[config.mk]
export PLATFORM = sky130hd
export DESIGN_NAME = csp_core
export DESIGN_NICKNAME = d
export VERILOG_FILES = /design/src/include/csp_pkg.sv /design/src/design/csp_core.sv
export SDC_FILE = /design/constraint.sdc
export NUM_CORES = 1
export LEC_CHECK = 0
export ABC_AREA = 1
export BUFFER_PORTS_ARGS = -buffer_cell sky130_fd_sc_hd__clkbuf_2
export CAP_MARGIN = 0
export CELL_PAD_IN_SITES_DETAIL_PLACEMENT = 1
export CELL_PAD_IN_SITES_GLOBAL_PLACEMENT = 1
export CORE_ASPECT_RATIO = 0.9
export CORE_UTILIZATION = 37
export DETAILED_ROUTE_END_ITERATION = 10
export PLACE_DENSITY = 0.73
export SKIP_LAST_GASP = 1
export SYNTH_ARGS = -nofsm -noshare
export SYNTH_HDL_FRONTEND = slang
export SYNTH_SLANG_ARGS = --single-unit
[constraint.sdc]
create_clock -name pclk -period 3.64 [get_ports pclk]
set_input_delay 0.182 -clock pclk [delete_from_list [all_inputs] [get_ports pclk]]
set_output_delay 0.182 -clock pclk [all_outputs]
set_load 0.005 [all_outputs]
[src/include/csp_pkg.sv]
// Package of constants and carrier types for the status and pointer-select block
package csp_pkg;
	// ----------------------------------------
	// Register map
	// ----------------------------------------
	localparam logic [11:0] CSP_OFS_STATUS = 12'h0d0;
	localparam logic [11:0] CSP_OFS_PSEL = 12'h092;
	localparam logic [11:0] CSP_OFS_CTRL = 12'h100;
	localparam logic [11:0] CSP_OFS_ACC = 12'h104;
	localparam logic [11:0] CSP_OFS_DPTR = 12'h108;
	localparam logic [11:0] CSP_OFS_MAP = 12'h10c;
	localparam logic [7:0] CSP_STATUS_RST = 8'h00;
	localparam logic [2:0] CSP_PSEL_RST = 3'h0;
	// Status bit positions
	localparam int CSP_BIT_CARRY = 7;
	localparam int CSP_BIT_NIBBLE = 6;
	localparam int CSP_BIT_OVF = 2;
	localparam int CSP_BIT_PARITY = 0;
	localparam int CSP_BIT_BANK_LO = 3;
	localparam int CSP_BIT_BANK_HI = 4;
	localparam int CSP_BIT_UF0 = 5;
	localparam int CSP_BIT_UF1 = 1;
	// Space sizes
	localparam int CSP_IDATA_BYTES = 256;
	localparam int CSP_SFR_BYTES = 128;
	localparam logic [7:0] CSP_SFR_BASE = 8'h80;
	localparam int CSP_BANK_BYTES = 8;
	// Reset timing
	localparam int CSP_RESET_OSC_PERIODS = 12;
	// Control register fields
	localparam int CSP_CTRL_STEP = 0;
	localparam int CSP_CTRL_ARITH = 1;
	localparam int CSP_CTRL_SUB = 2;
	localparam int CSP_CTRL_CIN = 3;
	localparam int CSP_CTRL_INC = 4;
	localparam int CSP_CTRL_OPB_LO = 8;
	localparam int CSP_CTRL_OPB_HI = 15;

	typedef struct packed {
		logic [31:0] prdata;
		logic pready;
		logic pslverr;
	} csp_apb_rsp_type;

	typedef struct packed {
		logic [15:0] ext_addr;
		logic [7:0] bank_base;
	} csp_map_type;
endpackage : csp_pkg

[src/design/csp_core.sv]
// Status word, bank decode and eight data pointers behind an apb slave
//
// The APB slave port was left to the implementer.
`timescale 1ns/1ps
module csp_core #(
	parameter int NUM_PTRS = 8,
	parameter int PTR_WIDTH = 16
) (
	// Clock, reset, enable
	input wire logic pclk,
	input wire logic presetn,
	input wire logic clk_en,
	input wire logic core_reset,
	// Apb slave
	input wire logic psel,
	input wire logic penable,
	input wire logic pwrite,
	input wire logic [11:0] paddr,
	input wire logic [31:0] pwdata,
	input wire logic [3:0] pstrb,
	output csp_pkg::csp_apb_rsp_type apb_rsp,
	// Core view
	output csp_pkg::csp_map_type map_out,
	output logic [7:0] status_out,
	output logic core_in_reset
);
	import csp_pkg::*;

	// ----------------------------------------
	// State
	// ----------------------------------------
	typedef struct packed {
		logic rst_meta;
		logic rst_sync;
		logic carry_flag;
		logic nibble_carry_flag;
		logic user_flag_zero;
		logic bank_select_high;
		logic bank_select_low;
		logic signed_overflow_flag;
		logic user_flag_one;
		logic parity_flag;
		logic [7:0] acc;
		logic [2:0] pointer_select;
		logic [NUM_PTRS-1:0][PTR_WIDTH-1:0] dptr;
		csp_apb_rsp_type rsp;
		csp_map_type map;
		logic [7:0] status;
	} csp_state_type;

	csp_state_type state;
	csp_state_type next_state;

	function automatic logic odd_ones(input logic [7:0] v);
		return ^v;
	endfunction : odd_ones

	function automatic logic [7:0] pack_status(input csp_state_type s);
		return {s.carry_flag, s.nibble_carry_flag, s.user_flag_zero, s.bank_select_high,
			s.bank_select_low, s.signed_overflow_flag, s.user_flag_one, s.parity_flag};
	endfunction : pack_status

	function automatic logic wr_decoded(input logic [11:0] a);
		return a == CSP_OFS_STATUS || a == CSP_OFS_PSEL || a == CSP_OFS_ACC ||
			a == CSP_OFS_DPTR || a == CSP_OFS_CTRL;
	endfunction : wr_decoded

	logic wr_en;
	logic rd_en;
	logic [7:0] opb;
	logic [8:0] sum9;
	logic [4:0] sum5;
	logic [7:0] res;
	logic [7:0] wbyte;

	assign wr_en = psel && penable && pwrite;
	assign rd_en = psel && penable && !pwrite;
	assign wbyte = pwdata[7:0];
	assign opb = pwdata[CSP_CTRL_OPB_HI:CSP_CTRL_OPB_LO];

	// ----------------------------------------
	// Next state
	// ----------------------------------------
	always_comb
	begin
		next_state = state;
		sum9 = 9'h000;
		sum5 = 5'h00;
		res = 8'h00;
		next_state.rst_meta = core_reset;
		next_state.rst_sync = state.rst_meta;
		next_state.rsp.pready = 1'b0;
		next_state.rsp.pslverr = 1'b0;
		next_state.rsp.prdata = 32'h00000000;
		if (state.rst_sync)
		begin
			next_state.carry_flag = 1'b0;
			next_state.nibble_carry_flag = 1'b0;
			next_state.user_flag_zero = 1'b0;
			next_state.bank_select_high = 1'b0;
			next_state.bank_select_low = 1'b0;
			next_state.signed_overflow_flag = 1'b0;
			next_state.user_flag_one = 1'b0;
			next_state.acc = 8'h00;
			next_state.pointer_select = CSP_PSEL_RST;
			next_state.dptr = '0;
		end
		else if (wr_en && state.rsp.pready)
		begin
			// Writes land at the edge the master sees pready
			if (pstrb[0])
			begin
				unique case (paddr)
					CSP_OFS_STATUS:
					begin
						// Parity bit ignored, recomputed below
						next_state.carry_flag = wbyte[CSP_BIT_CARRY];
						next_state.nibble_carry_flag = wbyte[CSP_BIT_NIBBLE];
						next_state.user_flag_zero = wbyte[CSP_BIT_UF0];
						next_state.bank_select_high = wbyte[CSP_BIT_BANK_HI];
						next_state.bank_select_low = wbyte[CSP_BIT_BANK_LO];
						next_state.signed_overflow_flag = wbyte[CSP_BIT_OVF];
						next_state.user_flag_one = wbyte[CSP_BIT_UF1];
					end
					CSP_OFS_PSEL:
						next_state.pointer_select = wbyte[2:0];
					CSP_OFS_ACC:
						next_state.acc = wbyte;
					CSP_OFS_DPTR:
						if (pstrb[1])
							next_state.dptr[state.pointer_select] = pwdata[15:0];
					CSP_OFS_CTRL:
					begin
						if (pwdata[CSP_CTRL_INC])
							next_state.dptr[state.pointer_select] =
								state.dptr[state.pointer_select] + 16'h0001;
						if (pwdata[CSP_CTRL_ARITH])
						begin
							if (pwdata[CSP_CTRL_SUB])
							begin
								sum9 = {1'b0, state.acc} - {1'b0, opb}
									- {8'h00, pwdata[CSP_CTRL_CIN]};
								sum5 = {1'b0, state.acc[3:0]} - {1'b0, opb[3:0]}
									- {4'h0, pwdata[CSP_CTRL_CIN]};
							end
							else
							begin
								sum9 = {1'b0, state.acc} + {1'b0, opb}
									+ {8'h00, pwdata[CSP_CTRL_CIN]};
								sum5 = {1'b0, state.acc[3:0]} + {1'b0, opb[3:0]}
									+ {4'h0, pwdata[CSP_CTRL_CIN]};
							end
							res = sum9[7:0];
							next_state.acc = res;
							next_state.carry_flag = sum9[8];
							next_state.nibble_carry_flag = sum5[4];
							next_state.signed_overflow_flag = pwdata[CSP_CTRL_SUB] ?
								((state.acc[7] != opb[7]) && (res[7] != state.acc[7])) :
								((state.acc[7] == opb[7]) && (res[7] != state.acc[7]));
						end
					end
					default:
						next_state.rsp.pslverr = 1'b0;
				endcase
			end
		end
		else if (psel && !penable)
		begin
			next_state.rsp.pready = 1'b1;
			if (pwrite)
				next_state.rsp.pslverr = pstrb[0] && !wr_decoded(paddr);
			else
			begin
				unique case (paddr)
					CSP_OFS_STATUS:
						next_state.rsp.prdata = {24'h000000, state.status};
					CSP_OFS_PSEL:
						next_state.rsp.prdata = {29'h00000000, state.pointer_select};
					CSP_OFS_ACC:
						next_state.rsp.prdata = {24'h000000, state.acc};
					CSP_OFS_DPTR:
						next_state.rsp.prdata = {16'h0000, state.dptr[state.pointer_select]};
					CSP_OFS_CTRL:
						next_state.rsp.prdata = 32'h00000000;
					CSP_OFS_MAP:
						next_state.rsp.prdata = {8'h00, state.map.bank_base,
							state.map.ext_addr};
					default:
						next_state.rsp.pslverr = 1'b1;
				endcase
			end
		end
		next_state.parity_flag = odd_ones(next_state.acc);
		next_state.map.bank_base = 8'({next_state.bank_select_high,
			next_state.bank_select_low}) * 8'(CSP_BANK_BYTES);
		next_state.map.ext_addr = next_state.dptr[next_state.pointer_select];
		next_state.status = pack_status(next_state);
	end

	// ----------------------------------------
	// Registers
	// ----------------------------------------
	always_ff @(posedge pclk or negedge presetn)
	begin
		if (!presetn)
		begin
			state <= '0;
		end
		else if (clk_en)
		begin
			state <= next_state;
		end
	end

	assign apb_rsp = state.rsp;
	assign map_out = state.map;
	assign status_out = state.status;
	assign core_in_reset = state.rst_sync;

	// ----------------------------------------
	// Checks
	// ----------------------------------------
	logic [8:0] sfr_probe;
	assign sfr_probe = 9'(CSP_SFR_BASE) + 9'(CSP_SFR_BYTES - 1);
	logic wr_commit;
	logic arith_commit;
	assign wr_commit = clk_en && !state.rst_sync && wr_en && pstrb[0] && state.rsp.pready;
	assign arith_commit = wr_commit && paddr == CSP_OFS_CTRL && pwdata[CSP_CTRL_ARITH];

	chk_parity_tracks_acc: assert property (@(posedge pclk) disable iff (!presetn)
		state.parity_flag == ^state.acc) else $error("parity flag disagrees with acc");
	chk_bank_base_map: assert property (@(posedge pclk) disable iff (!presetn)
		state.map.bank_base == {3'h0, state.bank_select_high, state.bank_select_low, 3'h0})
		else $error("bank base wrong");
	chk_ptr_route: assert property (@(posedge pclk) disable iff (!presetn)
		state.map.ext_addr == state.dptr[state.pointer_select]) else $error("pointer route wrong");
	chk_reset_psel: assert property (@(posedge pclk) disable iff (!presetn)
		clk_en && state.rst_sync |=> state.pointer_select == 3'h0)
		else $error("pointer select not cleared");
	chk_sync_delay: assert property (@(posedge pclk) disable iff (!presetn)
		clk_en ##1 clk_en && $rose(state.rst_sync) |-> $past(core_reset, 2))
		else $error("reset not synchronised");
	chk_status_layout: assert property (@(posedge pclk) disable iff (!presetn)
		status_out[CSP_BIT_CARRY] == state.carry_flag &&
		status_out[CSP_BIT_OVF] == state.signed_overflow_flag)
		else $error("status layout wrong");
	chk_carry_add: assert property (@(posedge pclk) disable iff (!presetn)
		arith_commit && !pwdata[CSP_CTRL_SUB] |=>
		{state.carry_flag, state.acc} == $past({1'b0, state.acc}) + $past({1'b0, opb})
		+ $past({8'h00, pwdata[CSP_CTRL_CIN]})) else $error("carry wrong");
	chk_borrow_sub: assert property (@(posedge pclk) disable iff (!presetn)
		arith_commit && pwdata[CSP_CTRL_SUB] |=>
		{state.carry_flag, state.acc} == $past({1'b0, state.acc}) - $past({1'b0, opb})
		- $past({8'h00, pwdata[CSP_CTRL_CIN]})) else $error("borrow wrong");
	chk_nibble_add: assert property (@(posedge pclk) disable iff (!presetn)
		arith_commit && !pwdata[CSP_CTRL_SUB] |=>
		state.nibble_carry_flag == ($past(state.acc[3:0]) + $past(opb[3:0])
		+ $past(4'(pwdata[CSP_CTRL_CIN])) > 5'h0f)) else $error("nibble carry wrong");
	chk_ovf_add: assert property (@(posedge pclk) disable iff (!presetn)
		arith_commit && !pwdata[CSP_CTRL_SUB] |=>
		state.signed_overflow_flag == ($past(state.acc[7]) == $past(opb[7]) &&
		state.acc[7] != $past(state.acc[7]))) else $error("add overflow wrong");
	chk_ovf_sub: assert property (@(posedge pclk) disable iff (!presetn)
		arith_commit && pwdata[CSP_CTRL_SUB] |=>
		state.signed_overflow_flag == ($past(state.acc[7]) != $past(opb[7]) &&
		state.acc[7] != $past(state.acc[7]))) else $error("sub overflow wrong");
	chk_status_write: assert property (@(posedge pclk) disable iff (!presetn)
		wr_commit && paddr == CSP_OFS_STATUS |=> status_out[CSP_BIT_CARRY:CSP_BIT_UF1] ==
		$past(pwdata[CSP_BIT_CARRY:CSP_BIT_UF1])) else $error("status write wrong");
	chk_parity_owned: assert property (@(posedge pclk) disable iff (!presetn)
		wr_commit && paddr == CSP_OFS_STATUS |=> status_out[CSP_BIT_PARITY] == ^state.acc)
		else $error("parity bit took a write");
	chk_bank_write: assert property (@(posedge pclk) disable iff (!presetn)
		wr_commit && paddr == CSP_OFS_STATUS |=> map_out.bank_base ==
		{3'h0, $past(pwdata[CSP_BIT_BANK_HI:CSP_BIT_BANK_LO]), 3'h0})
		else $error("bank write wrong");
	chk_psel_write: assert property (@(posedge pclk) disable iff (!presetn)
		wr_commit && paddr == CSP_OFS_PSEL |=> state.pointer_select == $past(pwdata[2:0]))
		else $error("pointer select write wrong");
	chk_dptr_write: assert property (@(posedge pclk) disable iff (!presetn)
		wr_commit && pstrb[1] && paddr == CSP_OFS_DPTR |=>
		map_out.ext_addr == $past(pwdata[15:0])) else $error("pointer write wrong");
	chk_dptr_inc: assert property (@(posedge pclk) disable iff (!presetn)
		wr_commit && paddr == CSP_OFS_CTRL && pwdata[CSP_CTRL_INC] |=>
		map_out.ext_addr == $past(map_out.ext_addr) + 16'h0001) else $error("increment wrong");
	chk_sync_release: assert property (@(posedge pclk) disable iff (!presetn)
		clk_en ##1 clk_en && $fell(state.rst_sync) |-> !$past(core_reset, 2))
		else $error("reset release not synchronised");
	chk_reset_clears: assert property (@(posedge pclk) disable iff (!presetn)
		clk_en && state.rst_sync |=>
		status_out == CSP_STATUS_RST && map_out.ext_addr == 16'h0000)
		else $error("reset did not clear state");
	chk_read_quiet: assert property (@(posedge pclk) disable iff (!presetn)
		clk_en && !state.rst_sync && rd_en |=> $stable(status_out))
		else $error("read changed the status word");
	chk_sfr_span: assert property (@(posedge pclk) disable iff (!presetn)
		clk_en && !state.rst_sync && psel && !penable && (!pwrite || pstrb[0]) &&
		paddr >= {4'h0, CSP_SFR_BASE} && paddr <= {3'h0, sfr_probe} &&
		paddr != CSP_OFS_STATUS && paddr != CSP_OFS_PSEL |=> state.rsp.pslverr)
		else $error("sfr decode wrong");
	chk_idata_size: assert property (@(posedge pclk) disable iff (!presetn)
		{1'b0, state.map.bank_base} + 9'(CSP_BANK_BYTES) <= 9'(CSP_IDATA_BYTES))
		else $error("bank outside data memory");
endmodule : csp_core

# Word level (Yosys, flattened, before mapping)
# Cells that the tools add are included.
word_totals:
  ff_bits: 208
  inputBits: 55
  out_inout_bits: 67
  word_cells: 104
op_classes:
  add_sub_neg: 9
  order_cmp: 3
  eq_ne: 9
  n_mux: 42
  reduce_logical: 16
ops:
  columns: ["cell", "count"]
  rows:
  - ["139-bit 2-to-1 mux", 3]
  - ["128-bit bitwise mux", 2]
  - ["128-bit 2-to-1 mux", 2]
  - ["128-bit case mux with 2 select lines", 1]
  - ["21-bit case mux with 5 select lines", 1]
  - ["16-bit binary-select mux with 3-bit select", 2]
  - ["34-bit 2-to-1 mux", 2]
  - ["9-bit 2-to-1 mux", 6]
  - ["16-bit demux with 3-bit select", 1]
  - ["12-bit by 9-bit equality test with 1-bit output, second input constant", 4]
  - ["16-bit 2-to-1 mux", 3]
  - ["33-bit 2-to-1 mux", 1]
  - ["32-bit 2-to-1 mux", 1]
  - ["12-bit by 8-bit equality test with 1-bit output, second input constant", 2]
  - ["7-bit 2-to-1 mux", 3]
  - ["16-bit by 1-bit adder with 16-bit output, second input constant", 1]
  - ["8-bit case mux with 2 select lines", 1]
  - ["8-bit by 8-bit adder with 9-bit output", 1]
  - ["9-bit by 1-bit adder with 9-bit output", 1]
  - ["8-bit by 8-bit subtractor with 9-bit output", 1]
  - ["9-bit by 1-bit subtractor with 9-bit output", 1]
  - ["1-bit logical AND", 8]
  - ["3-bit by 4-bit less-than comparator with 1-bit output, second input constant", 2]
  - ["8-bit 2-to-1 mux", 1]
  - ["17 further kinds", 28]

# Longest topological paths before layout
logic_depth:
  word_depth: 16
  ltp_mapped: 24
  mapped_depth_nobuf: 23

# Worst setup path before layout
# Ideal clock, no wire load.
synth_path:
  path_kind: "input-to-reg"
  start: "input port pwdata[3]"
  end: "register state (netlist bit status_out[0])"
  setup_ps: 118
  arrival_ps: 2522
  slack_ps: 1000
  path_stages: 24
  path_buffers: 1
  cell_sequence: "clkbuf_1 > inv_1 > fa_1 > fa_1 > inv_1 > nand2_1 > nand2_1 > nand2_1 > nand2_1 > nand2_1 > nand2_1 > nand2_1 > a21oi_1 > o21ai_0 > nand3_1 > nand2_1 > nand3_1 > nand2_1 > nand2_1 > nand2_1 > inv_1 > nand2_1 > nand3_1 > nand2_1"
synth_via:
  elab_chain_len: 13
synth_lines:
  columns: ["item", "line", "text"]
  rows:
  - ["from (decl)", "csp_core.sv:19", "input wire logic [31:0] pwdata,"]
  - ["9-bit by 1-bit adder with 9-bit output / 9-bit by 1-bit subtractor with 9-bit output (equally long branches)", "csp_core.sv:149, csp_core.sv:142", null]
  - ["9-bit 2-to-1 mux", "csp_core.sv:139", "if (pwdata[CSP_CTRL_SUB])"]
  - ["9-bit 2-to-1 mux", "csp_core.sv:137", "if (pwdata[CSP_CTRL_ARITH])"]
  - ["9-bit 2-to-1 mux", "csp_core.sv:113", "unique case (paddr)"]
  - ["9-bit 2-to-1 mux", "csp_core.sv:111", "if (pstrb[0])"]
  - ["9-bit 2-to-1 mux", "csp_core.sv:108", "else if (wr_en && state.rsp.pready)"]
  - ["9-bit 2-to-1 mux", "csp_core.sv:95", "if (state.rst_sync)"]
  - ["8-bit 2-to-1 mux", "csp_core.sv:137", null]
  - ["8-bit case mux with 2 select lines (*)", "csp_core.sv:113", null]
  - ["139-bit 2-to-1 mux (*)", "csp_core.sv:111", null]
  - ["139-bit 2-to-1 mux (*)", "csp_core.sv:108", null]
  - ["139-bit 2-to-1 mux (*)", "csp_core.sv:95", null]
  - ["8-bit XOR reduction (*)", "csp_core.sv:55", "return ^v;"]
  - ["to (signal assigned)", "csp_core.sv:211", "state <= next_state;"]
  - ["to (decl)", "csp_core.sv:51", "csp_state_type state;"]
# Mark *: on every way between the ends. The rest lies on a longest branch, timed or not. The select of a mux whose other input is x is not followed.
# A chain may end at the register's enable or synchronous reset.

# Worst setup path in the final report
layout_path:
  start: "register state[196] (netlist name)"
  end: "register state (netlist bit map_out[17])"
layout_via:
  elab_chain_len: 12
layout_lines:
  columns: ["item", "line", "text"]
  rows:
  - ["branches (longest 8 deep; another with 16-bit by 1-bit adder with 16-bit output)", null, null]
  - ["139-bit 2-to-1 mux (*)", "csp_core.sv:108", null]
  - ["139-bit 2-to-1 mux (*)", "csp_core.sv:95", null]
  - ["16-bit binary-select mux with 3-bit select (*)", "csp_core.sv:196", "next_state.map.ext_addr = next_state.dptr[next_state.pointer_select];"]
  - ["16-bit 2-to-1 mux (implied by the code) (*)", "csp_core.sv:196", null]
# Mark *: on every way between the ends. The select of a mux whose other input is x is not followed.

==> results.md <==
- WP data arrival: 3.70 ns
- TritonCTS Buffers: 17
- TritonCTS clock tree: built
- MaxCap Viol Count: 0
- Minimum clock period: 3.30 ns
- Final wirelength: 87500 um
- Routed via count: 21700
- Clk_skew: 0.0153 ns
- Final Hold Viols: 0
- Crit end category: flop
- IO Pins: 122
- DRC: 0
- Ys async rst share: 100%
- Die ar.: 0.0483 mm^2
- Critical Path RT: 4.05 ns
- Std cell rows: 75
- Core area: 0.0467 mm^2
- CP Max Fanout: 9
- N_diodes: 0
- Yosys top cell by area: dfrtp_1
- R2r worst-path depth: 20
- Critical path class: flop to flop
- Status: complete, no violations
- Largest net degree at the start of global routing: 118
- Synth top area share: 26.4%
- Layout overhead on the synthesized area: 8.38%
- Rel. slew slack: 15.9%
- R2R Path Start: state[196]$_DFFE_PN0P_
- Port Buf Inserts: 83
- FF/Latch Area: 0.00463 mm^2
- Final nets: 2938
- Die height: 209 um
- Placed cell count: 3450
- Mapped Area: 0.0176 mm^2
- Sequential area share after synthesis: 26.4%
- Layout cells sized above 1: 8.78%
- Synth unique cells: 53
- Antenna Nets Post-Route: 0
- Clock Path Buffers: 2
- Slew Viols, Final: 0
- Area of the multi-input gates: 0.0107 mm^2
- Leak pwr: 8.29 nW
- Post-CTS setup repair buffer count: 0
- Gr usage total: 36.2%
- Worst Tran Pin Value: 1.26 ns
- Initial Utilization: 37.6%
- Leading cell type in the layout, fill and taps excluded: nand2_1
- Dpl ws: 0.346 ns
- Clock sink count: 185
- Post-synth EDFFs: 0
- Hold endpoint: apb_rsp[0]$_DFFE_PN0P_
- Final Wtd Congestion: 0.932
- GRT overflow: 0
- Setup slack, reg-to-reg: 0.34 ns
- Worst hold path stage count: 4
- Clock root cell: clkbuf_16
- Top post-synthesis cells by area: dfrtp_1, nand2_1, nand3_1, o21ai_0, a21oi_1
- Synth Instances: 2901
- Synth Flop Type: dfrtp_1
- DR iter-0 viols: 2274
- Clk pin slew, worst setup/hold paths: 0.08 ns
- Commonest non-fill, non-tap cells in the layout: nand2_1, nand3_1, o21ai_0
- #FFs+latches synth: 185
- First-pass GRT wire length: 132000 um
- Unrepaired setup endpoints after global routing: no
- Crit path launch type: flop
- Post-DP HPWL: 57500 um
- Setup_tns: 0 ns
- Period utilisation layout: 90.6%
- Pwr/cell area: 258 mW/mm^2
- Worst r2r dst: map_out[17]$_DFFE_PN0P_
- # fillers: 6301
- Vias in the first global route: 21500
- Pre-Repair DR Iteration Count: 5
- Yosys warns: 0
- Worst-Skew Late Latency: 0.53 ns
- Launch point of the worst hold path: pstrb[0]
- Final WS setup: 0.343 ns
- DR WL/cell: 25.1 um
- Initial antenna violation count: 0
- Worst Hold Class: primary input to flop
- H-tree lvl count: 4
- Synthesized area per cell: 6.05 um^2
- Cell Count, Final, Fillers Out: 3486
- Fmax: 0.303 GHz
- Via-to-Cell Ratio: 6.22
- # setup viols final: 0
- Width of the die: 232 um
- VDD IR-drop max: 0.423 mV
## metrics by stage
step / utilization, % / cell area (um^2) / hold slack, ns / total power (W)
after detailed placement: 39.3 / 18400 / 0.293 / 0.00277
after floorplan: - / 17600 / -0.114 / 0.00245
after global routing: 40.7 / 19000 / 0.0951 / 0.00499
final: 40.7 / 19000 / 0.0614 / 0.00490
after CTS: 40.7 / 19000 / 0.0387 / 0.00490
after global placement: 39.3 / 18400 / 0.306 / 0.00275
## how the worst max path moves through the flow
stage / endpoint / slack (ns) / cells after the start / from
after floorplan: status_out[0]$_DFFE_PN0P_ / 1.0 / 24 / pwdata[3]
after global placement: map_out[18]$_DFFE_PN0P_ / 0.41 / 20 / state[195]$_DFFE_PN0P_
after detailed placement: map_out[18]$_DFFE_PN0P_ / 0.35 / 20 / state[195]$_DFFE_PN0P_
after CTS: map_out[18]$_DFFE_PN0P_ / 0.33 / 20 / state[195]$_DFFE_PN0P_
after global routing: map_out[18]$_DFFE_PN0P_ / 0.04 / 20 / state[195]$_DFFE_PN0P_
final: map_out[17]$_DFFE_PN0P_ / 0.34 / 20 / state[196]$_DFFE_PN0P_
## flip-flops by register name, indices dropped and copies added (netlist names)
register	cells
state	140
apb_rsp	20
map_out	16
status_out	7
core_in_reset	1
next_state	1
## area by class of cell
| class | instances | share of cell area (%) |
|---|---|---|
| timing repair buffer | 184 | 6.81 |
| tap | 616 | 4.05 |
| clock buffer | 19 | 2.33 |
| sequential | 185 | 24.4 |
| inverter | 255 | 5.08 |
| multi-input combinational | 2214 | 56.5 |
| clock inverter | 13 | 0.895 |
## cells in the mapped netlist (2+ instances only)
library cell	number
buf_6	3
nor2_4	4
a211oi_1	51
o21ai_0	285
o22ai_1	9
o21bai_1	2
nand4_1	11
clkinv_1	4
a221oi_1	5
o221ai_1	4
a22o_1	12
ha_1	22
buf_2	24
buf_1	22
clkbuf_2	4
nand3_1	395
xnor2_1	3
nor2_2	6
nor2_1	147
a21o_1	4
dfrtp_1	185
nor3_1	5
inv_1	244
clkbuf_1	142
fa_1	4
buf_4	71
a21oi_1	244
inv_2	6
nand2_2	5
a22oi_1	3
o21ai_1	7
nor4_1	3
a31oi_1	16
xor2_1	8
nand4_2	2
o211ai_1	82
nand2_1	841
## layer usage
metal	vias up	GRT usage [%]	share of wire [%]
met4	0	19.5	4.8
met2	1162	54.7	44
met5	-	0	0
met3	246	8.42	10
met1	10700	47.6	41
li1	9531	-	-
## where the power goes
group / total [W] / switching, W / internal (W) / leakage [nW]
clock: 0.00214 / 0.00104 / 0.00110 / 0.284
combinational: 0.000685 / 0.000558 / 0.000128 / 5.43
sequential: 0.00207 / 0.00000971 / 0.00206 / 2.58
## cell families after synthesis
group                      count (synthesis)  synth area share [%]
and+or+nand+nor                         1426                  34.3
AOI/OAI and AO/OA                        730                  23.6
buffers and inverters                    521                  13.0
DFF                                      185                  26.4
adders and majority gates                 26                  2.02
xor gates and xnor gates                  12                 0.706
other                                      1                0.0214
## what timing repair did
item	CTS	global route
hold endpoints to repair	74	0
gates resized for setup	0	1
setup endpoints to repair	0	2
hold buffers	4	0
## worst max-delay path: stages (launching register included)
cell      delay, ns
dfrtp_1        0.39
buf_4          0.19
inv_1          0.15
nor2_4         0.14
buf_4          0.22
nand3_1        0.09
nand2_1        0.10
nor2_1         0.08
buf_4          0.16
nor2_1         0.11
nand2_1        0.13
nor2_8         0.26
nand3b_1       0.12
nand2_1        0.34
nand2_1        0.10
nand2_1        0.07
nand3_1        0.09
nand3_1        0.12
nand3_1        0.10
nand3_1        0.10
nand3_1        0.08
Power figures use the tool's default switching activity.
